$ cat src/design/rpw_pkg.sv
// Package with offsets, field masks, reset values and states of the alarm and power window block.
package rpw_pkg;
    localparam int unsigned CLK_PERIOD_NS = 4;
    localparam logic [7:0] OFF_CONTROL = 8'h00;
    localparam logic [7:0] OFF_CONFIG_CAL = 8'h04;
    localparam logic [7:0] OFF_POINTER = 8'h08;
    localparam logic [7:0] OFF_WIN_HIGH = 8'h0c;
    localparam logic [7:0] OFF_WIN_LOW = 8'h10;
    localparam logic [7:0] OFF_MIN_SEC = 8'h14;
    localparam logic [7:0] OFF_WEEKDAY_DIGIT_HOUR = 8'h18;
    localparam logic [7:0] OFF_MONTH_DAY = 8'h1c;
    localparam logic [7:0] OFF_WIN_TIMER = 8'h20;
    localparam logic [7:0] OFF_STATUS = 8'h24;
    localparam int unsigned CTL_UNLOCK_BIT = 0;
    localparam int unsigned CTL_PWC_ON_BIT = 1;
    localparam int unsigned CTL_PRESCALE_BIT = 2;
    localparam logic [2:0] CONTROL_RESET = 3'h0;
    localparam logic [7:0] CAL_RESET = 8'h00;
    localparam logic [1:0] POINTER_RESET = 2'h0;
    localparam logic [15:0] ALARM_RESET = 16'h0000;
    // Index of each alarm value pair equals the pointer code that selects it.
    localparam int unsigned IDX_MIN_SEC = 0;
    localparam int unsigned IDX_WEEKDAY_DIGIT_HOUR = 1;
    localparam int unsigned IDX_MONTH_DAY = 2;
    localparam int unsigned IDX_WIN_TIMER = 3;
    localparam logic [15:0] MASK_MIN_SEC = 16'h7f7f;
    localparam logic [15:0] MASK_WEEKDAY_DIGIT_HOUR = 16'h073f;
    localparam logic [15:0] MASK_MONTH_DAY = 16'h1f3f;
    localparam logic [15:0] MASK_WIN_TIMER = 16'hffff;
    localparam logic [7:0] WINDOW_NONE = 8'h00;
    localparam logic [7:0] SAMPLE_ALWAYS = 8'hff;
    localparam logic [1:0] RESP_OKAY = 2'b00;
    localparam logic [1:0] RESP_SLVERR = 2'b10;
    typedef enum logic [2:0] {
        PW_IDLE = 3'b001,
        PW_STAB = 3'b010,
        PW_SAMP = 3'b100
    } rpw_state_t;
endpackage

$ cat src/design/rpw_period_counter.sv
// Down counter that measures a window of N window-clock periods.
module rpw_period_counter
    import rpw_pkg::*;
(
    input wire logic aclk,
    input wire logic aresetn,
    input wire logic load,
    input wire logic [7:0] load_value,
    input wire logic tick,
    output logic busy,
    output logic expired
);
    logic [7:0] cnt_r;
    logic busy_r;
    logic expired_r;

    always_ff @(posedge aclk)
    begin
        if (!aresetn)
        begin
            cnt_r <= 8'h00;
            busy_r <= 1'b0;
            expired_r <= 1'b0;
        end
        else if (load)
        begin
            cnt_r <= load_value;
            busy_r <= (load_value != 8'h00);
            expired_r <= 1'b0;
        end
        else
        begin
            expired_r <= busy_r && tick && (cnt_r == 8'h01);
            if (busy_r && tick)
            begin
                cnt_r <= cnt_r - 8'h01;
                busy_r <= (cnt_r != 8'h01);
            end
        end
    end

    assign busy = busy_r;
    assign expired = expired_r;
endmodule

$ cat src/design/rpw_top.sv
// Alarm compare values, power control window timer and calibration adder with AXI4-Lite access.
// Operation
// Month: one-bit tens at 12, ones 11:8.
// Day: two-bit tens 5:4, ones 3:0.
// Weekday: three bits 10:8, values 0-6.
// Hour: two-bit tens 5:4, ones low nibble.
// Minute: three-bit tens 14:12, ones 11:8.
// Second: three-bit tens 6:4, ones 3:0.
// Unused alarm bits read zero, ignore writes.
// Locked registers written only while unlocked.
// Stability window lasts N window periods.
// Zero stability skips straight to sampling.
// Sample window lasts N periods, 1-254.
// All-ones sample field: window always active.
// Sampling starts when stability window expires.
// Each minute apply calibration times four.
// Software signs calibration by oscillator error.
// Software writes calibration at safe moments.
// Zero sample field gives no sample window.
// Pointer picks pair, decrements to zero.
// Prescale halves the window clock when set.
// Software enables and routes power control; an all-ones sample field drives the output even while pwc_on is clear.
//
// Design decisions made here: the register addresses and the AXI4-Lite interface to the registers.
module rpw_top
    import rpw_pkg::*;
(
    input wire logic aclk,
    input wire logic aresetn,
    input wire logic [7:0] s_axi_awaddr,
    input wire logic [2:0] s_axi_awprot,
    input wire logic s_axi_awvalid,
    output logic s_axi_awready,
    input wire logic [31:0] s_axi_wdata,
    input wire logic [3:0] s_axi_wstrb,
    input wire logic s_axi_wvalid,
    output logic s_axi_wready,
    output logic [1:0] s_axi_bresp,
    output logic s_axi_bvalid,
    input wire logic s_axi_bready,
    input wire logic [7:0] s_axi_araddr,
    input wire logic [2:0] s_axi_arprot,
    input wire logic s_axi_arvalid,
    output logic s_axi_arready,
    output logic [31:0] s_axi_rdata,
    output logic [1:0] s_axi_rresp,
    output logic s_axi_rvalid,
    input wire logic s_axi_rready,
    input wire logic rtc_clk_tick,
    input wire logic alarm_event,
    input wire logic minute_tick,
    output logic power_control_out,
    output logic sample_window_active,
    output logic cal_adjust_valid,
    output logic [9:0] cal_adjust_amount
);
    localparam logic [15:0] FIELD_MASK [4] = '{MASK_MIN_SEC, MASK_WEEKDAY_DIGIT_HOUR, MASK_MONTH_DAY,
        MASK_WIN_TIMER};
    localparam logic [7:0] DIRECT_OFF [4] = '{OFF_MIN_SEC, OFF_WEEKDAY_DIGIT_HOUR, OFF_MONTH_DAY,
        OFF_WIN_TIMER};

    logic [7:0] aw_addr_r;
    logic aw_got_r;
    logic [15:0] w_data_r;
    logic [1:0] w_strb_r;
    logic w_got_r;
    logic bvalid_r;
    logic [1:0] bresp_r;
    logic rvalid_r;
    logic [31:0] rdata_r;
    logic [1:0] rresp_r;
    logic [2:0] control_r;
    logic [7:0] cal_r;
    logic [1:0] pointer_r;
    logic [1:0] pointer_nxt;
    logic [15:0] alarm_r [4];
    logic [15:0] alarm_nxt [4];
    rpw_state_t state_r;
    rpw_state_t state_nxt;
    logic prescale_phase_r;
    logic power_r;
    logic sample_r;
    logic cal_valid_r;
    logic [9:0] cal_amount_r;

    // Write channel: address and data are taken in either order, one write at a time.
    wire aw_take = s_axi_awvalid && s_axi_awready;
    wire w_take = s_axi_wvalid && s_axi_wready;
    wire do_write = aw_got_r && w_got_r && !bvalid_r;
    wire ar_take = s_axi_arvalid && s_axi_arready;
    wire unlocked = control_r[CTL_UNLOCK_BIT];
    wire pwc_on = control_r[CTL_PWC_ON_BIT];

    wire wr_control = do_write && (aw_addr_r == OFF_CONTROL);
    wire wr_cal = do_write && (aw_addr_r == OFF_CONFIG_CAL);
    wire wr_pointer = do_write && (aw_addr_r == OFF_POINTER);
    wire wr_win_high = do_write && (aw_addr_r == OFF_WIN_HIGH);
    wire wr_win_low = do_write && (aw_addr_r == OFF_WIN_LOW);
    wire rd_win_high = ar_take && (s_axi_araddr == OFF_WIN_HIGH);
    wire wr_direct_hit = do_write && (aw_addr_r == OFF_MIN_SEC || aw_addr_r == OFF_WEEKDAY_DIGIT_HOUR
        || aw_addr_r == OFF_MONTH_DAY || aw_addr_r == OFF_WIN_TIMER);
    wire wr_mapped = wr_control || wr_cal || wr_pointer || wr_win_high || wr_win_low
        || wr_direct_hit || (do_write && aw_addr_r == OFF_STATUS);

    wire [7:0] stab_count = alarm_r[IDX_WIN_TIMER][15:8];
    wire [7:0] samp_count = alarm_r[IDX_WIN_TIMER][7:0];
    wire samp_always = (samp_count == SAMPLE_ALWAYS);
    wire samp_timed = (samp_count != WINDOW_NONE) && !samp_always;

    // A divided window clock gives up every other source tick.
    wire window_tick = rtc_clk_tick && (!control_r[CTL_PRESCALE_BIT] || prescale_phase_r);

    wire ctr_busy;
    wire ctr_expired;
    wire start_stab = (state_r == PW_IDLE) && alarm_event && pwc_on
        && (stab_count != WINDOW_NONE);
    wire start_samp_direct = (state_r == PW_IDLE) && alarm_event && pwc_on
        && (stab_count == WINDOW_NONE) && samp_timed;
    wire start_samp_after = (state_r == PW_STAB) && ctr_expired && samp_timed && pwc_on;
    wire ctr_load = start_stab || start_samp_direct || start_samp_after;
    wire [7:0] ctr_value = start_stab ? stab_count : samp_count;

    rpw_period_counter u_window_counter (
        .aclk(aclk),
        .aresetn(aresetn),
        .load(ctr_load),
        .load_value(ctr_value),
        .tick(window_tick),
        .busy(ctr_busy),
        .expired(ctr_expired)
    );

    // Read data mux; the windows return a byte of the pair the pointer selects.
    logic [31:0] rd_mux;
    logic rd_hit;
    always_comb
    begin
        rd_mux = 32'h0000_0000;
        rd_hit = 1'b1;
        unique case (s_axi_araddr)
            OFF_CONTROL: rd_mux = {29'h0, control_r};
            OFF_CONFIG_CAL: rd_mux = {24'h0, cal_r};
            OFF_POINTER: rd_mux = {30'h0, pointer_r};
            OFF_WIN_HIGH: rd_mux = {24'h0, alarm_r[pointer_r][15:8]};
            OFF_WIN_LOW: rd_mux = {24'h0, alarm_r[pointer_r][7:0]};
            OFF_MIN_SEC: rd_mux = {16'h0, alarm_r[IDX_MIN_SEC]};
            OFF_WEEKDAY_DIGIT_HOUR: rd_mux = {16'h0, alarm_r[IDX_WEEKDAY_DIGIT_HOUR]};
            OFF_MONTH_DAY: rd_mux = {16'h0, alarm_r[IDX_MONTH_DAY]};
            OFF_WIN_TIMER: rd_mux = {16'h0, alarm_r[IDX_WIN_TIMER]};
            OFF_STATUS: rd_mux = {16'h0, 1'b0, ctr_busy, power_r, sample_r, 2'b00,
                cal_amount_r};
            default: rd_hit = 1'b0;
        endcase
    end

    // Alarm value and window timer updates; the masks keep unused bits at zero.
    always_comb
    begin
        for (int i = 0; i < 4; i++)
        begin
            alarm_nxt[i] = alarm_r[i];
            if (i == IDX_MIN_SEC || unlocked)
            begin
                if (do_write && aw_addr_r == DIRECT_OFF[i])
                begin
                    if (w_strb_r[1])
                        alarm_nxt[i][15:8] = w_data_r[15:8];
                    if (w_strb_r[0])
                        alarm_nxt[i][7:0] = w_data_r[7:0];
                end
                if (wr_win_high && w_strb_r[0] && pointer_r == 2'(i))
                    alarm_nxt[i][15:8] = w_data_r[7:0];
                if (wr_win_low && w_strb_r[0] && pointer_r == 2'(i))
                    alarm_nxt[i][7:0] = w_data_r[7:0];
            end
            alarm_nxt[i] = alarm_nxt[i] & FIELD_MASK[i];
        end
    end

    // A high-window access walks the pointer down and parks it at zero.
    always_comb
    begin
        pointer_nxt = pointer_r;
        if (wr_pointer && w_strb_r[0])
            pointer_nxt = w_data_r[1:0];
        else if ((wr_win_high || rd_win_high) && pointer_r != 2'b00)
            pointer_nxt = pointer_r - 2'b01;
    end

    always_comb
    begin
        state_nxt = state_r;
        unique case (state_r)
            PW_IDLE:
            begin
                if (start_stab)
                    state_nxt = PW_STAB;
                else if (start_samp_direct)
                    state_nxt = PW_SAMP;
            end
            PW_STAB:
            begin
                if (!pwc_on)
                    state_nxt = PW_IDLE;
                else if (ctr_expired)
                    state_nxt = samp_timed ? PW_SAMP : PW_IDLE;
            end
            PW_SAMP:
            begin
                if (!pwc_on || ctr_expired)
                    state_nxt = PW_IDLE;
            end
            default: state_nxt = PW_IDLE;
        endcase
    end

    always_ff @(posedge aclk)
    begin
        if (!aresetn)
        begin
            aw_got_r <= 1'b0;
            aw_addr_r <= 8'h00;
            w_got_r <= 1'b0;
            w_data_r <= 16'h0000;
            w_strb_r <= 2'b00;
            bvalid_r <= 1'b0;
            bresp_r <= RESP_OKAY;
        end
        else
        begin
            if (aw_take)
            begin
                aw_got_r <= 1'b1;
                aw_addr_r <= {s_axi_awaddr[7:2], 2'b00};
            end
            if (w_take)
            begin
                w_got_r <= 1'b1;
                w_data_r <= s_axi_wdata[15:0];
                w_strb_r <= s_axi_wstrb[1:0];
            end
            if (do_write)
            begin
                aw_got_r <= 1'b0;
                w_got_r <= 1'b0;
                bvalid_r <= 1'b1;
                bresp_r <= wr_mapped ? RESP_OKAY : RESP_SLVERR;
            end
            else if (bvalid_r && s_axi_bready)
                bvalid_r <= 1'b0;
        end
    end

    always_ff @(posedge aclk)
    begin
        if (!aresetn)
        begin
            rvalid_r <= 1'b0;
            rdata_r <= 32'h0000_0000;
            rresp_r <= RESP_OKAY;
        end
        else if (ar_take)
        begin
            rvalid_r <= 1'b1;
            rdata_r <= rd_mux;
            rresp_r <= rd_hit ? RESP_OKAY : RESP_SLVERR;
        end
        else if (rvalid_r && s_axi_rready)
            rvalid_r <= 1'b0;
    end

    always_ff @(posedge aclk)
    begin
        if (!aresetn)
        begin
            control_r <= CONTROL_RESET;
            cal_r <= CAL_RESET;
            pointer_r <= POINTER_RESET;
            for (int i = 0; i < 4; i++)
                alarm_r[i] <= ALARM_RESET;
        end
        else
        begin
            if (wr_control && w_strb_r[0])
                control_r <= w_data_r[2:0];
            if (wr_cal && w_strb_r[0])
                cal_r <= w_data_r[7:0];
            pointer_r <= pointer_nxt;
            alarm_r <= alarm_nxt;
        end
    end

    always_ff @(posedge aclk)
    begin
        if (!aresetn)
        begin
            state_r <= PW_IDLE;
            prescale_phase_r <= 1'b0;
            power_r <= 1'b0;
            sample_r <= 1'b0;
        end
        else
        begin
            state_r <= state_nxt;
            if (rtc_clk_tick)
                prescale_phase_r <= !prescale_phase_r;
            power_r <= (state_nxt != PW_IDLE) || samp_always;
            sample_r <= (state_nxt == PW_SAMP) || samp_always;
        end
    end

    // The correction is signed so a fast oscillator loses pulses each minute.
    always_ff @(posedge aclk)
    begin
        if (!aresetn)
        begin
            cal_valid_r <= 1'b0;
            cal_amount_r <= 10'h000;
        end
        else
        begin
            cal_valid_r <= minute_tick;
            if (minute_tick)
                cal_amount_r <= {cal_r, 2'b00};
        end
    end

    assign s_axi_awready = !aw_got_r && !bvalid_r;
    assign s_axi_wready = !w_got_r && !bvalid_r;
    assign s_axi_bvalid = bvalid_r;
    assign s_axi_bresp = bresp_r;
    assign s_axi_arready = !rvalid_r;
    assign s_axi_rvalid = rvalid_r;
    assign s_axi_rdata = rdata_r;
    assign s_axi_rresp = rresp_r;
    assign power_control_out = power_r;
    assign sample_window_active = sample_r;
    assign cal_adjust_valid = cal_valid_r;
    assign cal_adjust_amount = cal_amount_r;
endmodule

$ cat config.mk
export PLATFORM = sky130hd
export DESIGN_NAME = rpw_top
export DESIGN_NICKNAME = d
export VERILOG_FILES = /design/src/design/rpw_pkg.sv /design/src/design/rpw_period_counter.sv /design/src/design/rpw_top.sv
export SDC_FILE = /design/constraint.sdc
export NUM_CORES = 1
export LEC_CHECK = 0
export ABC_AREA = 1
export BUFFER_PORTS_ARGS = -buffer_cell sky130_fd_sc_hd__buf_2
export CORE_UTILIZATION = 50
export DETAILED_ROUTE_END_ITERATION = 12
export PLACE_DENSITY = 0.73
export SLEW_MARGIN = 15
export SYNTH_ARGS = -nofsm -noshare
export SYNTH_HDL_FRONTEND = slang
export SYNTH_HIERARCHICAL = 1
export SYNTH_SLANG_ARGS = --single-unit
$ cat constraint.sdc
create_clock -name aclk -period 5.1 [get_ports aclk]
set_input_delay 1.53 -clock aclk [delete_from_list [all_inputs] [get_ports aclk]]
set_output_delay 1.53 -clock aclk [all_outputs]
set_load 0.01 [all_outputs]
==> metrics.md <==
| Metric | Value |
|---|---|
| Status | completed |
| Setup Fix Bufs, Post-CTS | 0 |
| Vias in the first global route | 6,905 |
| Hold/Removal Path Class | reg2reg |
| CP Buf/Inv Count | 3 |
| Filler cells | 1,507 |
| Syn_area_per_cell | 6.319 sq um |
| Rows | 44 |
| DRC | 0 |
| FF-to-FF Start | pointer_r[0] |
| Drt first-iter violations | 514 |
| Max H-tree Level | 4 |
| WP data required | 5.41 ns |
| Element type at the critical path start | primary input |
| Top delay family on crit path | simple AND/OR/NAND/NOR gates |
| Clock power frac | 0.484 |
| Crit path from | alarm_event |
| Clock transition at path regs | 0.06 ns |
| Port Buffers | 75 |
| Sum of negative setup slack | 0 ns |
| Syn Inst Count | 1,211 |
| Seq/Total Area, Yosys | 0.3506 |
| Area leader, netlist | dfxtp_1 |
| Largest net degree at the start of global routing | 93 |
| Vias per cell | 5.407 |
| Post-synth top cells | 309 x nand2_1, 193 x nor2_1, 134 x dfxtp_1 |
| PD cells | 293.9 nW/um^2 |
| Die ar. | 15,800 sq um |
| Area growth from synthesis to layout | 11.18% |
| Unrepaired setup endpoints after global routing | no |
| Cells after DPL | 1,424 |
| DIE HEIGHT | 125.7 um |
| Net Sw Frac | 0.2612 |
| Synth warnings | 6 |
| Critical path depth in cells | 11 |
| Yosys cell types | 46 |
| Pint | 1.848 mW |
| GP Congestion | 0.9742 |
| Slew @ Worst Pin | 1.155 ns |
| Synth Register Bits | 134 |
| Count leader, synth | nand2_1 |
| Vias post-DR | 7,873 |
| Worst-Skew Late Latency | 0.43 ns |
| CP arrival | 3.57 ns |
| CTS max path bufs | 2 |
| Seq. cell area | 2683 sq um |
| WL/cell | 15.27 um |
| Synth Flop Type | dfxtp_1 |
| Area of the multi-input gates | 4124 sq um |
| GRT Util Overall | 0.2900 |
| Max FO, Critical Path | 18 |
| Reg2reg setup slack | 1.98 ns |
| Final setup fails | 0 |
| Leak pwr | 3.814 nW |
| Critical Path Sink | u_window_counter/cnt_r[0] |
| Flop pwr share | 0.442 |
| Minimum clock period | 3.261 ns |
| Type of the worst setup path | in2reg |
| Gr ovfl total | 0 |
| Share of Yosys cell area claimed by the top area cell type | 0.3506 |
| Rel. slew slack | 0.2293 |
| Ports | 122 |
| Element type at the critical path end | flip-flop |
| Crit share post-route | 0.6393 |
| Post-Layout Cell Count | 1,456 |
| Final Total Pwr | 2.501 mW |
| Initial core utilization | 0.5187 |
| CP max stage cell | nand3_1 |
| Reg2Reg Capture Point | alarm_r[51] |
| Ranking of synthesized cells by area | dfxtp_1 35%, nand2_1 15%, nor2_1 9.5%, nand3_1 7.8%, o21ai_0 5.9% |
| Logic pwr share | 0.074 |
| Number of synthesized flops with an enable pin | 0 |
| Total routed wirelength | 22,230 um |
| Crit-path cells | buf_2 -> nand2_1 -> or2_2 -> nor2_2 -> inv_1 -> nand3_1 -> inv_8 -> nand2_4 -> o21ai_0 -> nand2_1 -> o21ai_0 |
| Asr flop ratio synth | 0 |
| Psw | 0.6532 mW |
| First-pass GRT wire length | 35,760 um |
| Final HPWL DP | 16,160 um |
| Post-CTS Resized | 0 |
| F_max | 0.3067 GHz |
| Worst R2R Path Depth | 8 |
| Max Cap Viol | 0 |
| Number of buffers created by CTS | 17 |
| Peak supply drop | 0.0002378 V |
| Initial antenna violation count | 0 |
| Clock Skew | 0.01199 ns |
| Die width | 125.7 um |
| CTS Sinks | 134 |
| Slowest stage delay, CP | 0.52 ns |
| Number of diodes | 0 |
| Core box area | 14,750 sq um |
| Antenna-violating nets left | 0 |
| # nets final | 1,333 |
| DRT Pass-1 Iters | 5 |
| Hold_buf cts | 0 |
| Share of cells above drive strength 1 | 0.1219 |
| Root Buffer | clkbuf_16 |
| CTS tree | yes |
| Mapped Area | 7652 sq um |
| Slew Viols, Final | 0 |
| Hold Fails Final Rpt | 0 |
==> layer usage <==
metal  global-route usage  share of wire
met5                    0              0
met4               0.1356          0.032
met3              0.06330          0.081
met2               0.4431           0.44
met1               0.3895           0.45
==> power groups by stage <==
stage	logic (mW)	clock network, mW	registers [mW]
after floorplan	0.139	0	1.12
after global placement	0.180	0	1.13
after detailed placement	0.182	0	1.13
after CTS	0.184	1.22	1.10
after global routing	0.207	1.27	1.11
final	0.184	1.21	1.11
==> worst min-delay path, cell delays in order, from the launching register on <==
cell and delay, ns:
dfxtp_1 0.30, nand2_1 0.06, a21oi_1 0.05
==> layout make-up <==
cell class,instances,share of cell area
timing repair buffer,78,0.04676
clock inverter,14,0.01794
tap,184,0.02706
multi-input combinational,899,0.4847
inverter,129,0.05779
sequential,134,0.3153
clock buffer,18,0.05044
==> placed cells by master, fill, tap and decap left out, types with 3 or more instances in the layout <==
| cell | count |
|---|---|
| o21ai_0 | 90 |
| o211ai_1 | 3 |
| a21oi_1 | 72 |
| nor2_4 | 4 |
| clkinv_1 | 3 |
| nor2_2 | 11 |
| o22ai_1 | 3 |
| inv_2 | 7 |
| nand4_1 | 10 |
| nand2_1 | 309 |
| clkinvlp_4 | 4 |
| o21ai_2 | 6 |
| nor2_1 | 193 |
| nand2_2 | 6 |
| buf_2 | 75 |
| o21ai_1 | 8 |
| a211oi_1 | 11 |
| buf_4 | 3 |
| nand3_1 | 120 |
| ha_1 | 6 |
| conb_1 | 20 |
| nor3_1 | 5 |
| clkbuf_16 | 17 |
| inv_1 | 118 |
| dfxtp_1 | 134 |
| clkinv_4 | 4 |
==> cells by family (layout without fill, tap and decap cells) <==
family / after synthesis / after routing / share of synthesized area
AOI/OAI and AO/OA: 201 / 201 / 0.1427
DFF: 134 / 134 / 0.3506
and+or+nand+nor: 671 / 671 / 0.3754
other: 1 / 20 / 0.0004900
xor gates and xnor gates: 1 / 1 / 0.001145
adders and majority gates: 6 / 6 / 0.009810
buffers and inverters: 197 / 239 / 0.1198
==> registers in the layout (all words and copies together) (netlist names), 2 cells and up <==
| name | cells |
|---|---|
| alarm_r | 50 |
| cal_r | 8 |
| aw_addr_r | 6 |
| control_r | 3 |
| w_data_r | 16 |
| cal_adjust_amount | 8 |
| s_axi_rdata | 16 |
| pointer_r | 2 |
| u_window_counter/cnt_r | 8 |
| state_r | 3 |
| w_strb_r | 2 |
==> worst min-delay path by stage <==
stage	startpoint	end	slack [ns]	depth (start not counted)
final	s_axi_rdata[7]	s_axi_rdata[7]	0.46	2
after global routing	s_axi_rdata[12]	s_axi_rdata[12]	0.48	2
after CTS	s_axi_rdata[7]	s_axi_rdata[7]	0.46	2
after detailed placement	s_axi_rdata[7]	s_axi_rdata[7]	0.45	2
after global placement	s_axi_rdata[2]	s_axi_rdata[2]	0.45	2
after floorplan	w_data_r[12]	w_data_r[12]	0.45	2
==> stage by stage <==
| step | hold slack [ns] | instance area [sq um] | utilization | worst slack (ns) |
|---|---|---|---|---|
| 2_1_floorplan | 0.4482 | 7724 | - | 2.155 |
| 3_3_place_gp | 0.4503 | 7926 | 0.5372 | 1.472 |
| 4_1_cts | 0.4621 | 8508 | 0.5767 | 1.865 |
| 6_report | 0.4585 | 8508 | 0.5767 | 1.839 |
| 5_1_grt | 0.4752 | 8508 | 0.5767 | 1.664 |
| 3_5_place_dp | 0.4532 | 7926 | 0.5372 | 1.419 |
Power figures use the tool's default switching activity.
